## config.mk

```make
export PLATFORM = sky130hd
export DESIGN_NAME = cid_core
export DESIGN_NICKNAME = d
export VERILOG_FILES = /design/src/logic/cid_pkg.sv /design/src/logic/cid_core.sv
export SDC_FILE = /design/constraint.sdc
export NUM_CORES = 1
export LEC_CHECK = 0
export ABC_CLOCK_PERIOD_IN_PS = 2650
export BUFFER_PORTS_ARGS = -buffer_cell sky130_fd_sc_hd__buf_2
export CAP_MARGIN = 20
export CORE_MARGIN = 8
export CORE_UTILIZATION = 52
export CTS_BUF_LIST = sky130_fd_sc_hd__clkbuf_4
export DETAILED_ROUTE_END_ITERATION = 7
export PLACE_DENSITY_LB_ADDON = 0.1
export SLEW_MARGIN = 25
export SYNTH_ARGS = -nofsm -noshare
export SYNTH_HDL_FRONTEND = slang
export SYNTH_SLANG_ARGS = --single-unit
```

## constraint.sdc

```tcl
create_clock -name clock_in -period 2.65 [get_ports clock_in]
set_clock_uncertainty 0.15 [all_clocks]
set_input_delay 0.3975 -clock clock_in [delete_from_list [all_inputs] [get_ports clock_in]]
set_output_delay 0.3975 -clock clock_in [all_outputs]
set_load 0.01 [all_outputs]
```

## src/logic/cid_pkg.sv

```systemverilog
// Constants, opcodes and carrier types for the control and block I/O decoder.
// Assumes one 100 MHz clock and a synchronous active-high reset.
package cid_pkg;
  localparam logic [7:0]  OP_NO_OPERATION    = 8'h00;
  localparam logic [7:0]  OP_HALT            = 8'h76;
  localparam logic [7:0]  OP_LOCKOUT         = 8'hF3;
  localparam logic [7:0]  OP_UNLOCK          = 8'hFB;
  localparam logic [7:0]  OP_PREFIX          = 8'hED;
  localparam logic [7:0]  OP_IMM_IN          = 8'hDB;
  localparam logic [7:0]  OP_IMM_OUT         = 8'hD3;
  localparam logic [7:0]  OP_VECTOR_MODE_0   = 8'h46;
  localparam logic [7:0]  OP_VECTOR_MODE_1   = 8'h56;
  localparam logic [7:0]  OP_VECTOR_MODE_2   = 8'h5E;
  // Block group: 101R_D01O, R repeat, D down, O output.
  localparam logic [7:0]  BLK_MASK           = 8'hE6;
  localparam logic [7:0]  BLK_MATCH          = 8'hA2;
  localparam int          BLK_OUT_BIT        = 0;
  localparam int          BLK_DOWN_BIT       = 3;
  localparam int          BLK_RPT_BIT        = 4;
  localparam logic [15:0] RESTART_ADDR       = 16'h0038;
  localparam logic [15:0] WORD_ONE           = 16'h0001;
  localparam logic [15:0] WORD_TWO           = 16'h0002;
  localparam logic [7:0]  BYTE_ONE           = 8'h01;
  localparam logic [7:0]  BYTE_ZERO          = 8'h00;
  localparam logic [15:0] WORD_ZERO          = 16'h0000;
  localparam logic [1:0]  BUF_DEPTH          = 2'h2;

  typedef enum logic [1:0] {
    MODE_ZERO = 2'h0,
    MODE_ONE  = 2'h1,
    MODE_TWO  = 2'h2
  } cid_mode_t;

  typedef enum logic [3:0] {
    S_FETCH   = 4'h0,
    S_PREFIX  = 4'h1,
    S_IO_RD   = 4'h3,
    S_WRITE   = 4'h2,
    S_MEM_RD  = 4'h6,
    S_IMM     = 4'h7,
    S_HALT    = 4'h5,
    S_VEC     = 4'h4,
    S_TBL_LO  = 4'hC,
    S_TBL_HI  = 4'hD,
    S_PUSH_HI = 4'hF,
    S_PUSH_LO = 4'hE
  } cid_state_t;

  typedef struct packed {
    logic [7:0]  acc;
    logic [15:0] pointer_pair;
    logic [7:0]  count_reg;
    logic [7:0]  port_reg;
    logic [15:0] stack_ptr;
  } cid_regs_t;

  typedef struct packed {
    logic        is_io;
    logic [15:0] addr;
    logic [7:0]  data;
  } cid_wr_t;
endpackage

```

## src/logic/cid_core.sv

```systemverilog
// Control instruction and block I/O decoder with interrupt response.
// Assumes an opcode stream from a fetch unit that follows pc_out, and
// memory and port read channels that answer with a one-cycle valid.
`timescale 1ns/1ps
module cid_core (
  input  wire logic               clock_in,
  input  wire logic               rst_in,
  input  wire logic               op_valid_in,
  input  wire logic [7:0]         op_in,
  output logic                    op_ready_out,
  output logic [15:0]             pc_out,
  input  wire logic               regs_load_in,
  input  wire cid_pkg::cid_regs_t regs_in,
  input  wire logic [7:0]         page_reg_in,
  output cid_pkg::cid_regs_t      regs_out,
  output logic                    zero_flag_out,
  output logic                    int_enable_out,
  output cid_pkg::cid_mode_t      int_mode_out,
  output logic                    halted_out,
  input  wire logic               int_req_in,
  output logic                    int_ack_out,
  input  wire logic               vec_valid_in,
  input  wire logic [7:0]         vec_data_in,
  output logic                    inject_valid_out,
  output logic [7:0]              inject_op_out,
  output logic                    mem_rd_req_out,
  output logic [15:0]             mem_addr_out,
  input  wire logic               mem_rd_valid_in,
  input  wire logic [7:0]         mem_rd_data_in,
  output logic                    io_rd_req_out,
  output logic [15:0]             io_addr_out,
  input  wire logic               io_rd_valid_in,
  input  wire logic [7:0]         io_rd_data_in,
  output logic                    wr_valid_out,
  output cid_pkg::cid_wr_t        wr_out,
  input  wire logic               wr_ready_in
);
  import cid_pkg::*;

  function automatic logic is_block(input logic [7:0] op);
    is_block = ((op & BLK_MASK) == BLK_MATCH);
  endfunction

  cid_state_t  state_ff, nxt_state;
  cid_regs_t   regs_ff, nxt_regs;
  cid_mode_t   mode_ff, nxt_mode;
  cid_wr_t     wrq_ff, nxt_wrq;
  logic [15:0] pc_ff, nxt_pc;
  logic [15:0] addr_ff, nxt_addr;
  logic [15:0] target_ff, nxt_target;
  logic [7:0]  op2_ff, nxt_op2;
  logic [7:0]  inject_ff, nxt_inject;
  logic        inject_v_ff, nxt_inject_v;
  logic        iff_ff, nxt_iff;
  logic        zero_ff, nxt_zero;
  logic        take_int;
  logic        op_take;
  logic        buf_in_valid;
  logic        buf_in_ready;
  logic        wr_take;
  cid_wr_t     buf_in;
  logic [7:0]  cnt_dec;
  logic [7:0]  cur_op;

  ////////////////////////////////////////////////////////////////////////////
  // Interrupts are only taken between instructions, never mid-sequence.
  assign take_int     = int_req_in && iff_ff && (state_ff == S_FETCH || state_ff == S_HALT);
  // A pending injected byte owns the fetch slot, so the stream waits one cycle.
  assign op_ready_out = !take_int && !inject_v_ff &&
                        (state_ff == S_FETCH || state_ff == S_PREFIX || state_ff == S_IMM);
  assign op_take      = op_valid_in && op_ready_out;
  assign cur_op       = inject_v_ff ? inject_ff : op_in;
  assign cnt_dec      = regs_ff.count_reg - BYTE_ONE;
  assign buf_in_valid = (state_ff == S_WRITE || state_ff == S_PUSH_HI ||
                         state_ff == S_PUSH_LO);
  assign wr_take      = buf_in_valid && buf_in_ready;

  always_comb begin
    buf_in = wrq_ff;
    if (state_ff == S_PUSH_HI) begin
      buf_in = '{is_io: 1'b0, addr: regs_ff.stack_ptr - WORD_ONE, data: pc_ff[15:8]};
    end else if (state_ff == S_PUSH_LO) begin
      buf_in = '{is_io: 1'b0, addr: regs_ff.stack_ptr - WORD_TWO, data: pc_ff[7:0]};
    end
  end

  always_comb begin
    nxt_state    = state_ff;
    nxt_regs     = regs_ff;
    nxt_mode     = mode_ff;
    nxt_wrq      = wrq_ff;
    nxt_pc       = pc_ff;
    nxt_addr     = addr_ff;
    nxt_target   = target_ff;
    nxt_op2      = op2_ff;
    nxt_inject   = inject_ff;
    nxt_inject_v = 1'b0;
    nxt_iff      = iff_ff;
    nxt_zero     = zero_ff;
    if (take_int) begin
      nxt_iff = 1'b0;
      if (mode_ff == MODE_ONE) begin
        nxt_target = RESTART_ADDR;
        nxt_state  = S_PUSH_HI;
      end else begin
        nxt_state = S_VEC;
      end
    end else begin
      case (state_ff)
        S_FETCH: begin
          if (op_take || inject_v_ff) begin
            nxt_pc = inject_v_ff ? pc_ff : pc_ff + WORD_ONE;
            case (cur_op)
              OP_HALT:    nxt_state = S_HALT;
              OP_LOCKOUT: nxt_iff = 1'b0;
              OP_UNLOCK:  nxt_iff = 1'b1;
              OP_PREFIX:  nxt_state = S_PREFIX;
              OP_IMM_IN, OP_IMM_OUT: begin
                nxt_op2   = cur_op;
                nxt_state = S_IMM;
              end
              default: ;
            endcase
          end else if (regs_load_in) begin
            nxt_regs = regs_in;
          end
        end
        S_PREFIX: begin
          if (op_take) begin
            nxt_pc    = pc_ff + WORD_ONE;
            nxt_op2   = op_in;
            nxt_state = S_FETCH;
            if (op_in == OP_VECTOR_MODE_0) begin
              nxt_mode = MODE_ZERO;
            end else if (op_in == OP_VECTOR_MODE_1) begin
              nxt_mode = MODE_ONE;
            end else if (op_in == OP_VECTOR_MODE_2) begin
              nxt_mode = MODE_TWO;
            end else if (is_block(op_in) && op_in[BLK_OUT_BIT]) begin
              nxt_addr  = regs_ff.pointer_pair;
              nxt_state = S_MEM_RD;
            end else if (is_block(op_in)) begin
              nxt_addr  = {regs_ff.count_reg, regs_ff.port_reg};
              nxt_state = S_IO_RD;
            end
          end
        end
        S_IMM: begin
          if (op_take) begin
            nxt_pc = pc_ff + WORD_ONE;
            nxt_addr = {regs_ff.acc, op_in};
            if (op2_ff == OP_IMM_IN) begin
              nxt_state = S_IO_RD;
            end else begin
              nxt_wrq   = '{is_io: 1'b1, addr: {regs_ff.acc, op_in}, data: regs_ff.acc};
              nxt_state = S_WRITE;
            end
          end
        end
        S_IO_RD: begin
          if (io_rd_valid_in) begin
            if (op2_ff == OP_IMM_IN) begin
              nxt_regs.acc = io_rd_data_in;
              nxt_state    = S_FETCH;
            end else begin
              nxt_wrq   = '{is_io: 1'b0, addr: regs_ff.pointer_pair, data: io_rd_data_in};
              nxt_state = S_WRITE;
            end
          end
        end
        S_MEM_RD: begin
          if (mem_rd_valid_in) begin
            nxt_wrq = '{is_io: 1'b1, addr: {regs_ff.count_reg, regs_ff.port_reg},
                        data: mem_rd_data_in};
            nxt_state = S_WRITE;
          end
        end
        S_WRITE: begin
          if (wr_take) begin
            nxt_state = S_FETCH;
            if (is_block(op2_ff)) begin
              nxt_regs.pointer_pair = op2_ff[BLK_DOWN_BIT] ?
                                      regs_ff.pointer_pair - WORD_ONE :
                                      regs_ff.pointer_pair + WORD_ONE;
              nxt_regs.count_reg = cnt_dec;
              if (!op2_ff[BLK_RPT_BIT]) begin
                nxt_zero = (cnt_dec == BYTE_ZERO);
              end else if (cnt_dec != BYTE_ZERO) begin
                nxt_pc = pc_ff - WORD_TWO;
              end
            end
          end
        end
        S_HALT: ;
        S_VEC: begin
          if (vec_valid_in) begin
            if (mode_ff == MODE_ZERO) begin
              nxt_inject   = vec_data_in;
              nxt_inject_v = 1'b1;
              nxt_state    = S_FETCH;
            end else begin
              nxt_addr  = {page_reg_in, vec_data_in};
              nxt_state = S_TBL_LO;
            end
          end
        end
        S_TBL_LO: begin
          if (mem_rd_valid_in) begin
            nxt_target[7:0] = mem_rd_data_in;
            nxt_addr        = addr_ff + WORD_ONE;
            nxt_state       = S_TBL_HI;
          end
        end
        S_TBL_HI: begin
          if (mem_rd_valid_in) begin
            nxt_target[15:8] = mem_rd_data_in;
            nxt_state        = S_PUSH_HI;
          end
        end
        S_PUSH_HI: begin
          if (wr_take) begin
            nxt_state = S_PUSH_LO;
          end
        end
        S_PUSH_LO: begin
          if (wr_take) begin
            nxt_regs.stack_ptr = regs_ff.stack_ptr - WORD_TWO;
            nxt_pc             = target_ff;
            nxt_state          = S_FETCH;
          end
        end
        default: nxt_state = S_FETCH;
      endcase
    end
  end

  always_ff @(posedge clock_in) begin
    if (rst_in) begin
      state_ff    <= S_FETCH;
      regs_ff     <= '0;
      mode_ff     <= MODE_ZERO;
      wrq_ff      <= '0;
      pc_ff       <= WORD_ZERO;
      addr_ff     <= WORD_ZERO;
      target_ff   <= WORD_ZERO;
      op2_ff      <= BYTE_ZERO;
      inject_ff   <= BYTE_ZERO;
      inject_v_ff <= 1'b0;
      iff_ff      <= 1'b0;
      zero_ff     <= 1'b0;
    end else begin
      state_ff    <= nxt_state;
      regs_ff     <= nxt_regs;
      mode_ff     <= nxt_mode;
      wrq_ff      <= nxt_wrq;
      pc_ff       <= nxt_pc;
      addr_ff     <= nxt_addr;
      target_ff   <= nxt_target;
      op2_ff      <= nxt_op2;
      inject_ff   <= nxt_inject;
      inject_v_ff <= nxt_inject_v;
      iff_ff      <= nxt_iff;
      zero_ff     <= nxt_zero;
    end
  end

  assign pc_out           = pc_ff;
  assign regs_out         = regs_ff;
  assign zero_flag_out    = zero_ff;
  assign int_enable_out   = iff_ff;
  assign int_mode_out     = mode_ff;
  assign halted_out       = (state_ff == S_HALT);
  assign int_ack_out      = (state_ff == S_VEC);
  assign inject_valid_out = inject_v_ff;
  assign inject_op_out    = inject_ff;
  assign mem_rd_req_out   = (state_ff == S_MEM_RD || state_ff == S_TBL_LO ||
                             state_ff == S_TBL_HI);
  assign io_rd_req_out    = (state_ff == S_IO_RD);
  assign mem_addr_out     = addr_ff;
  assign io_addr_out      = addr_ff;

  ////////////////////////////////////////////////////////////////////////////
  // Two-entry write buffer; a stalled receiver backs the sequencer up.
  cid_wr_t    mem_ff [2];
  cid_wr_t    nxt_mem [2];
  logic       wptr_ff, nxt_wptr;
  logic       rptr_ff, nxt_rptr;
  logic [1:0] fill_ff, nxt_fill;
  logic       wr_pop;

  assign buf_in_ready = (fill_ff != BUF_DEPTH);
  assign wr_valid_out = (fill_ff != 2'h0);
  assign wr_pop       = wr_valid_out && wr_ready_in;

  always_comb begin
    nxt_mem  = mem_ff;
    nxt_wptr = wptr_ff;
    nxt_rptr = rptr_ff;
    nxt_fill = fill_ff;
    if (wr_take) begin
      nxt_mem[wptr_ff] = buf_in;
      nxt_wptr         = !wptr_ff;
    end
    if (wr_pop) begin
      nxt_rptr = !rptr_ff;
    end
    nxt_fill = fill_ff + {1'b0, wr_take} - {1'b0, wr_pop};
  end

  always_ff @(posedge clock_in) begin
    if (rst_in) begin
      mem_ff[0] <= '0;
      mem_ff[1] <= '0;
      wptr_ff   <= 1'b0;
      rptr_ff   <= 1'b0;
      fill_ff   <= 2'h0;
    end else begin
      mem_ff    <= nxt_mem;
      wptr_ff   <= nxt_wptr;
      rptr_ff   <= nxt_rptr;
      fill_ff   <= nxt_fill;
    end
  end

  assign wr_out = mem_ff[rptr_ff];
endmodule // cid_core

```

* Word level (Yosys, flattened, before mapping)
Index checks and enable logic that the tools add are counted.
Word-level totals: input port bits 105, output and inout bits 148, bits in registers 208, logic and storage cells 251
Cells by class: magnitude comparators 3, bitwise logic cells 7, add/subtract/negate cells 10, mux-type cells 82, eq/ne operators 63, reduce and logical (&&, ||, !) cells 58
Operators by type and width (number):
- 16-bit two-way mux | 22
- 25-bit two-way mux | 11
- 16-bit one-hot mux with 4 select lines | 2
- 56-bit two-way mux | 2
- 25-bit one-hot mux with 3 select lines | 1
- 8-bit two-way mux | 9
- 4-bit two-way mux | 13
- 50-bit bitwise mux | 1
- 16-bit by 1-bit adder with 16-bit output (second input constant) | 3
- 8-bit equality test (second input constant) | 6
- 24-bit two-way mux | 2
- 24-bit one-hot mux with 2 select lines | 1
- 4-bit one-hot mux with 11 select lines | 1
- 2-bit inequality test (second input constant) | 17
- 8-bit by 7-bit equality test with 1-bit output (second input constant) | 4
- 16-bit one-hot mux with 2 select lines | 1
- 8-bit one-hot mux with 2 select lines | 2
- 16-bit by 1-bit subtractor with 16-bit output (second input constant) | 2
- 16-bit by 2-bit subtractor with 16-bit output (second input constant) | 2
- 25-bit demux with 1-bit select | 1
- 2-bit by 1-bit inequality test with 1-bit output (second input constant) | 10
- 3-bit inequality test (second input constant) | 6
- 2-bit nonzero test | 9
- 4-bit by 3-bit equality test with 1-bit output (second input constant) | 4
- 39 further kinds | 91

* Depth between registers and ports, before layout
depth after elaboration 11, mapped depth 11, gate-level depth less buffers 9

* Least setup slack after synthesis
OpenSTA, ideal clock, no wires.
path type register to register, start register op2_ff[3], end register regs_ff, in the netlist regs_out[44], setup slack 35 ps, data arrival time 2333 ps, path buffers 0, setup time 132 ps, cell stages (with the launch flop) 10, clock period less this slack 2615 ps, path through dfxtp_1 -> inv_1 -> fa_1 -> nor2b_1 -> o31ai_1 -> a221oi_1 -> a221oi_1 -> xnor2_1 -> a221oi_1 -> nor3_1
Between the ends: longest elaborated chain between the ends 4
Ends and longest elaborated chain:
- start, declared | RTL line cid_core.sv:51 | logic [7:0] op2_ff, nxt_op2;
- start signal, assigned | RTL line cid_core.sv:259 | op2_ff <= nxt_op2;
- 16-bit two-way mux | RTL line cid_core.sv:182 | nxt_regs.pointer_pair = op2_ff[BLK_DOWN_BIT] ?
- 24-bit two-way mux | RTL line cid_core.sv:181 | if (is_block(op2_ff)) begin
- 24-bit two-way mux | RTL line cid_core.sv:179 | if (wr_take) begin
- 24-bit one-hot mux with 2 select lines | RTL line cid_core.sv:109 | case (state_ff)
- end signal, assigned | RTL line cid_core.sv:253 | regs_ff <= nxt_regs;
- end, declared | RTL line cid_core.sv:45 | cid_regs_t regs_ff, nxt_regs;
Every way passes these cells. The select of a mux whose other input is x is not followed. A chain may end at the register's enable or synchronous reset.

* Worst setup path in the final report
start register state_ff[1], end output port io_rd_req_out
Between the ends: longest elaborated chain between the ends 1
Ends and longest elaborated chain:
- start, declared | RTL line cid_core.sv:44 | cid_state_t state_ff, nxt_state;
- start signal, assigned | RTL line cid_core.sv:252 | state_ff <= nxt_state;
- 4-bit by 2-bit equality test with 1-bit output | RTL line cid_core.sv:278 | assign io_rd_req_out = (state_ff == S_IO_RD);
- end, declared | RTL line cid_core.sv:30 | output logic io_rd_req_out,
Every way passes these cells.

==> metrics.md <==
| Metric | Value |
|---|---|
| Outcome | finished, final reports clean |
| Die ar. | 29900 sq um |
| Multi-input gate area | 7960 sq um |
| Hold violation total from the final report | 0 |
| P&R area growth vs syn | 30.7% |
| Commonest non-fill, non-tap cell in the layout | buf_2 |
| Critical path data required time | 2.10 ns |
| Largest net degree at the start of global routing | 87 |
| Io pins | 253 |
| Comb power frac | a little over two fifths |
| Die Y-Extent | around 170 um |
| Register area | 4180 sq um |
| Fin crit share | between 90 and 100% |
| Layout cells sized above 1 | 26.3% |
| Net Sw Frac | about two fifths |
| Final Max Slew Viols | 0 |
| Pin slew with the least headroom to its limit | 0.879 ns |
| Routed length per instance | 21.0 um |
| Clock Power Share | a little under a quarter |
| Max cap viols | 0 |
| Avg Cell Area, Syn | 7.64 sq um |
| Relative slew slack | 41.2% |
| Clk sink count | 208 |
| Routed Antenna Nets | 0 |
| Fmax | 385 MHz |
| Post-route total power | around 13 mW |
| Drt initial violations | between 1000 and 1500 |
| Crit Path Max Fanout | 17 |
| Drt first pass iters | 6 |
| Commonest non-fill, non-tap cells in the layout | buf_2, nand2_1, dfxtp_1 |
| CTS buffer count | 58 |
| Ys async rst share | 0% |
| Yosys cell types | 90 |
| Initial core utilization | 52.7% |
| Crit. End Element | output port |
| Die W | 173 um |
| Port bufs | 252 |
| RSZ-0062 raised after global routing | false |
| Critical path start-end classification | flip-flop to output port |
| Synth warnings | 0 |
| P_int | 7.38 mW |
| Cell area after layout | 16700 sq um |
| Leakage | 6.84 nW |
| Worst hold path type | input pin to flip-flop |
| Post-synth EDFFs | 0 |
| Clock-pin slew on the worst setup and hold paths | roughly 0.07 ns |
| Gp weighted congestion | slightly below 1 |
| Worst hold margin | just over 0.05 ns |
| H-tree depth | 2 |
| DRC | 0 |
| Global-route wire length before repair | 79900 um |
| Buffer levels on the longest clock path | 3 |
| Vias in the first global route | 14500 |
| Sequential share of the synthesized area | 32.6% |
| Antenna violations before repair | 1 |
| Total track usage | between 30% and 40% |
| Drt via density | approximately 6 |
| Min Tclk post-route | 2.60 ns |
| Root Buffer | clkbuf_4 |
| HPWL after detailed placement | 36800 um |
| Post-synth top flop | dfxtp_1 |
| Setup violations, final | 0 |
| Post-Route WL | 51000 um |
| Power per cell area | 759 nW/um^2 |
| Grt total ovfl | 0 |
| Filler cell count | 2171 |
| Detailed-route via count | 14900 |
| TNS Setup | 0 ns |
| VDD IR max | 0.487 mV |
| Register bit total from synthesis | 208 |
| Sw Pwr | 5.31 mW |
| Cells after Synth | 1674 |
| Flop pwr share | 33.7% |
| Placed inst area | 15000 sq um |
| CTS tree | built |
| Core ar. | 24200 sq um |
| Final nets | roughly 2200 |
| Clk_lat worst skew | slightly above 0.7 ns |
| Syn Nets | between 1500 and 2000 |
| Row cnt | 57 |
| Type of origin of the critical path | flip-flop |
| Synth Cell Area | approximately 13000 sq um |
| Crit path DAT | between 2 and 2.5 ns |
-- layer usage --
layer	global-route usage (%)	share of wire (%)	routed length [um]	vias up
met5	0	0	0	-
met2	53.0	46	23500	782
li1	-	-	-	6967
met1	40.7	40	20600	6947
met3	6.40	8.8	4490	162
met4	15.5	4.8	2460	0
-- power by group through the flow --
stage                     Sequential, mW  Clock (mW)  Combinational [mW]
after global placement              4.30           0                5.14
final                               4.28        2.92                5.49
after CTS                           4.24        2.95                5.33
after global routing                4.31        3.14                5.96
after floorplan                     4.22           0                3.07
after detailed placement            4.30           0                5.19
-- layout make-up --
cell class | count | share of cell area, %
clock buffer | 80 | 3.59
clock inverter | 19 | 0.629
multi-input combinational | 1289 | 47.6
sequential | 208 | 25.0
antenna | 3 | 0.0449
tap | 324 | 2.42
inverter | 28 | 0.651
timing repair buffer | 476 | 20.0
-- state kept, by name, summed over array words and instances, names as in the netlist, 2 cells and up --
name           count
io_addr_out       16
pc_out            16
target_ff         16
mem_ff            50
wrq_ff            25
op2_ff             8
fill_ff            2
int_mode_out       2
inject_op_out      8
state_ff           4
regs_out          56
-- repair_timing --
item,CTS,global route
endpoints found under the hold margin,121,0
buffers inserted,0,1
hold buffers,90,0
cloned,0,0
setup endpoints to repair,9,32
pin swaps,2,4
gates resized for setup,10,23
-- worst paths after layout --
check | startpoint | endpoint | slack (ns) | depth (start not counted)
setup / recovery | state_ff[1]$_SDFFE_PP0P_ | io_rd_req_out | 0.05 | 5
hold / removal | page_reg_in[1] | io_addr_out[9]$_SDFFE_PP0P_ | 0.05 | 5
setup reg to reg | regs_out[24]$_SDFFE_PP0P_ | pc_out[11]$_SDFFE_PP0P_ | 0.08 | 11
hold reg to reg | mem_ff[41]$_SDFFE_PP0P_ | mem_ff[41]$_SDFFE_PP0P_ | 0.30 | 2
-- critical path: stages, from the launching register on --
cell	delay, ns
dfxtp_2	0.44
buf_4	0.21
nand2_2	0.16
nor2_4	0.20
buf_8	0.20
buf_2	0.15
-- kinds of logic (layout without fill, tap and decap cells) --
kind of cell / after synthesis / after routing / synth area share, %
multiplexers: 70 / 70 / 5.73
other: 0 / 3 / 0
AO/OA/AOI/OAI: 514 / 514 / 26.6
AND/OR/NAND/NOR: 644 / 644 / 23.7
flip-flops: 208 / 208 / 32.6
buffers and inverters: 177 / 603 / 6.34
adder cells (fa/ha/maj): 26 / 26 / 2.60
XOR/XNOR: 35 / 35 / 2.46
-- per-stage QoR --
stage               setup slack [ns]  utilization, %  instances
floorplan                     0.0349               -       1674
detailed placement           -0.0466            61.7       2234
CTS                          0.00861            68.5       2423
global placement             0.00591            61.7       2234
finish                        0.0509            69.0       2427
global route                 0.00733            68.9       2425
-- Yosys cell counts, drive strengths merged (14+ instances only) --
master / number / share of area [%]
inv: 27 / 0.79
mux2: 26 / 2.3
nor3: 51 / 2.3
dfxtp: 208 / 33
buf: 61 / 2.9
a21oi: 143 / 5.6
xnor2: 23 / 1.6
nor2: 200 / 6.0
a311oi: 39 / 2.7
a211oi: 37 / 2.2
nand2: 211 / 6.2
a221oi: 22 / 1.6
and2: 14 / 0.68
o21ai: 105 / 4.1
a22oi: 59 / 3.5
nand3: 61 / 2.4
clkbuf: 88 / 2.6
ha: 25 / 2.4
mux2i: 44 / 3.4
Note: power is estimated with default switching activity, not from simulation.
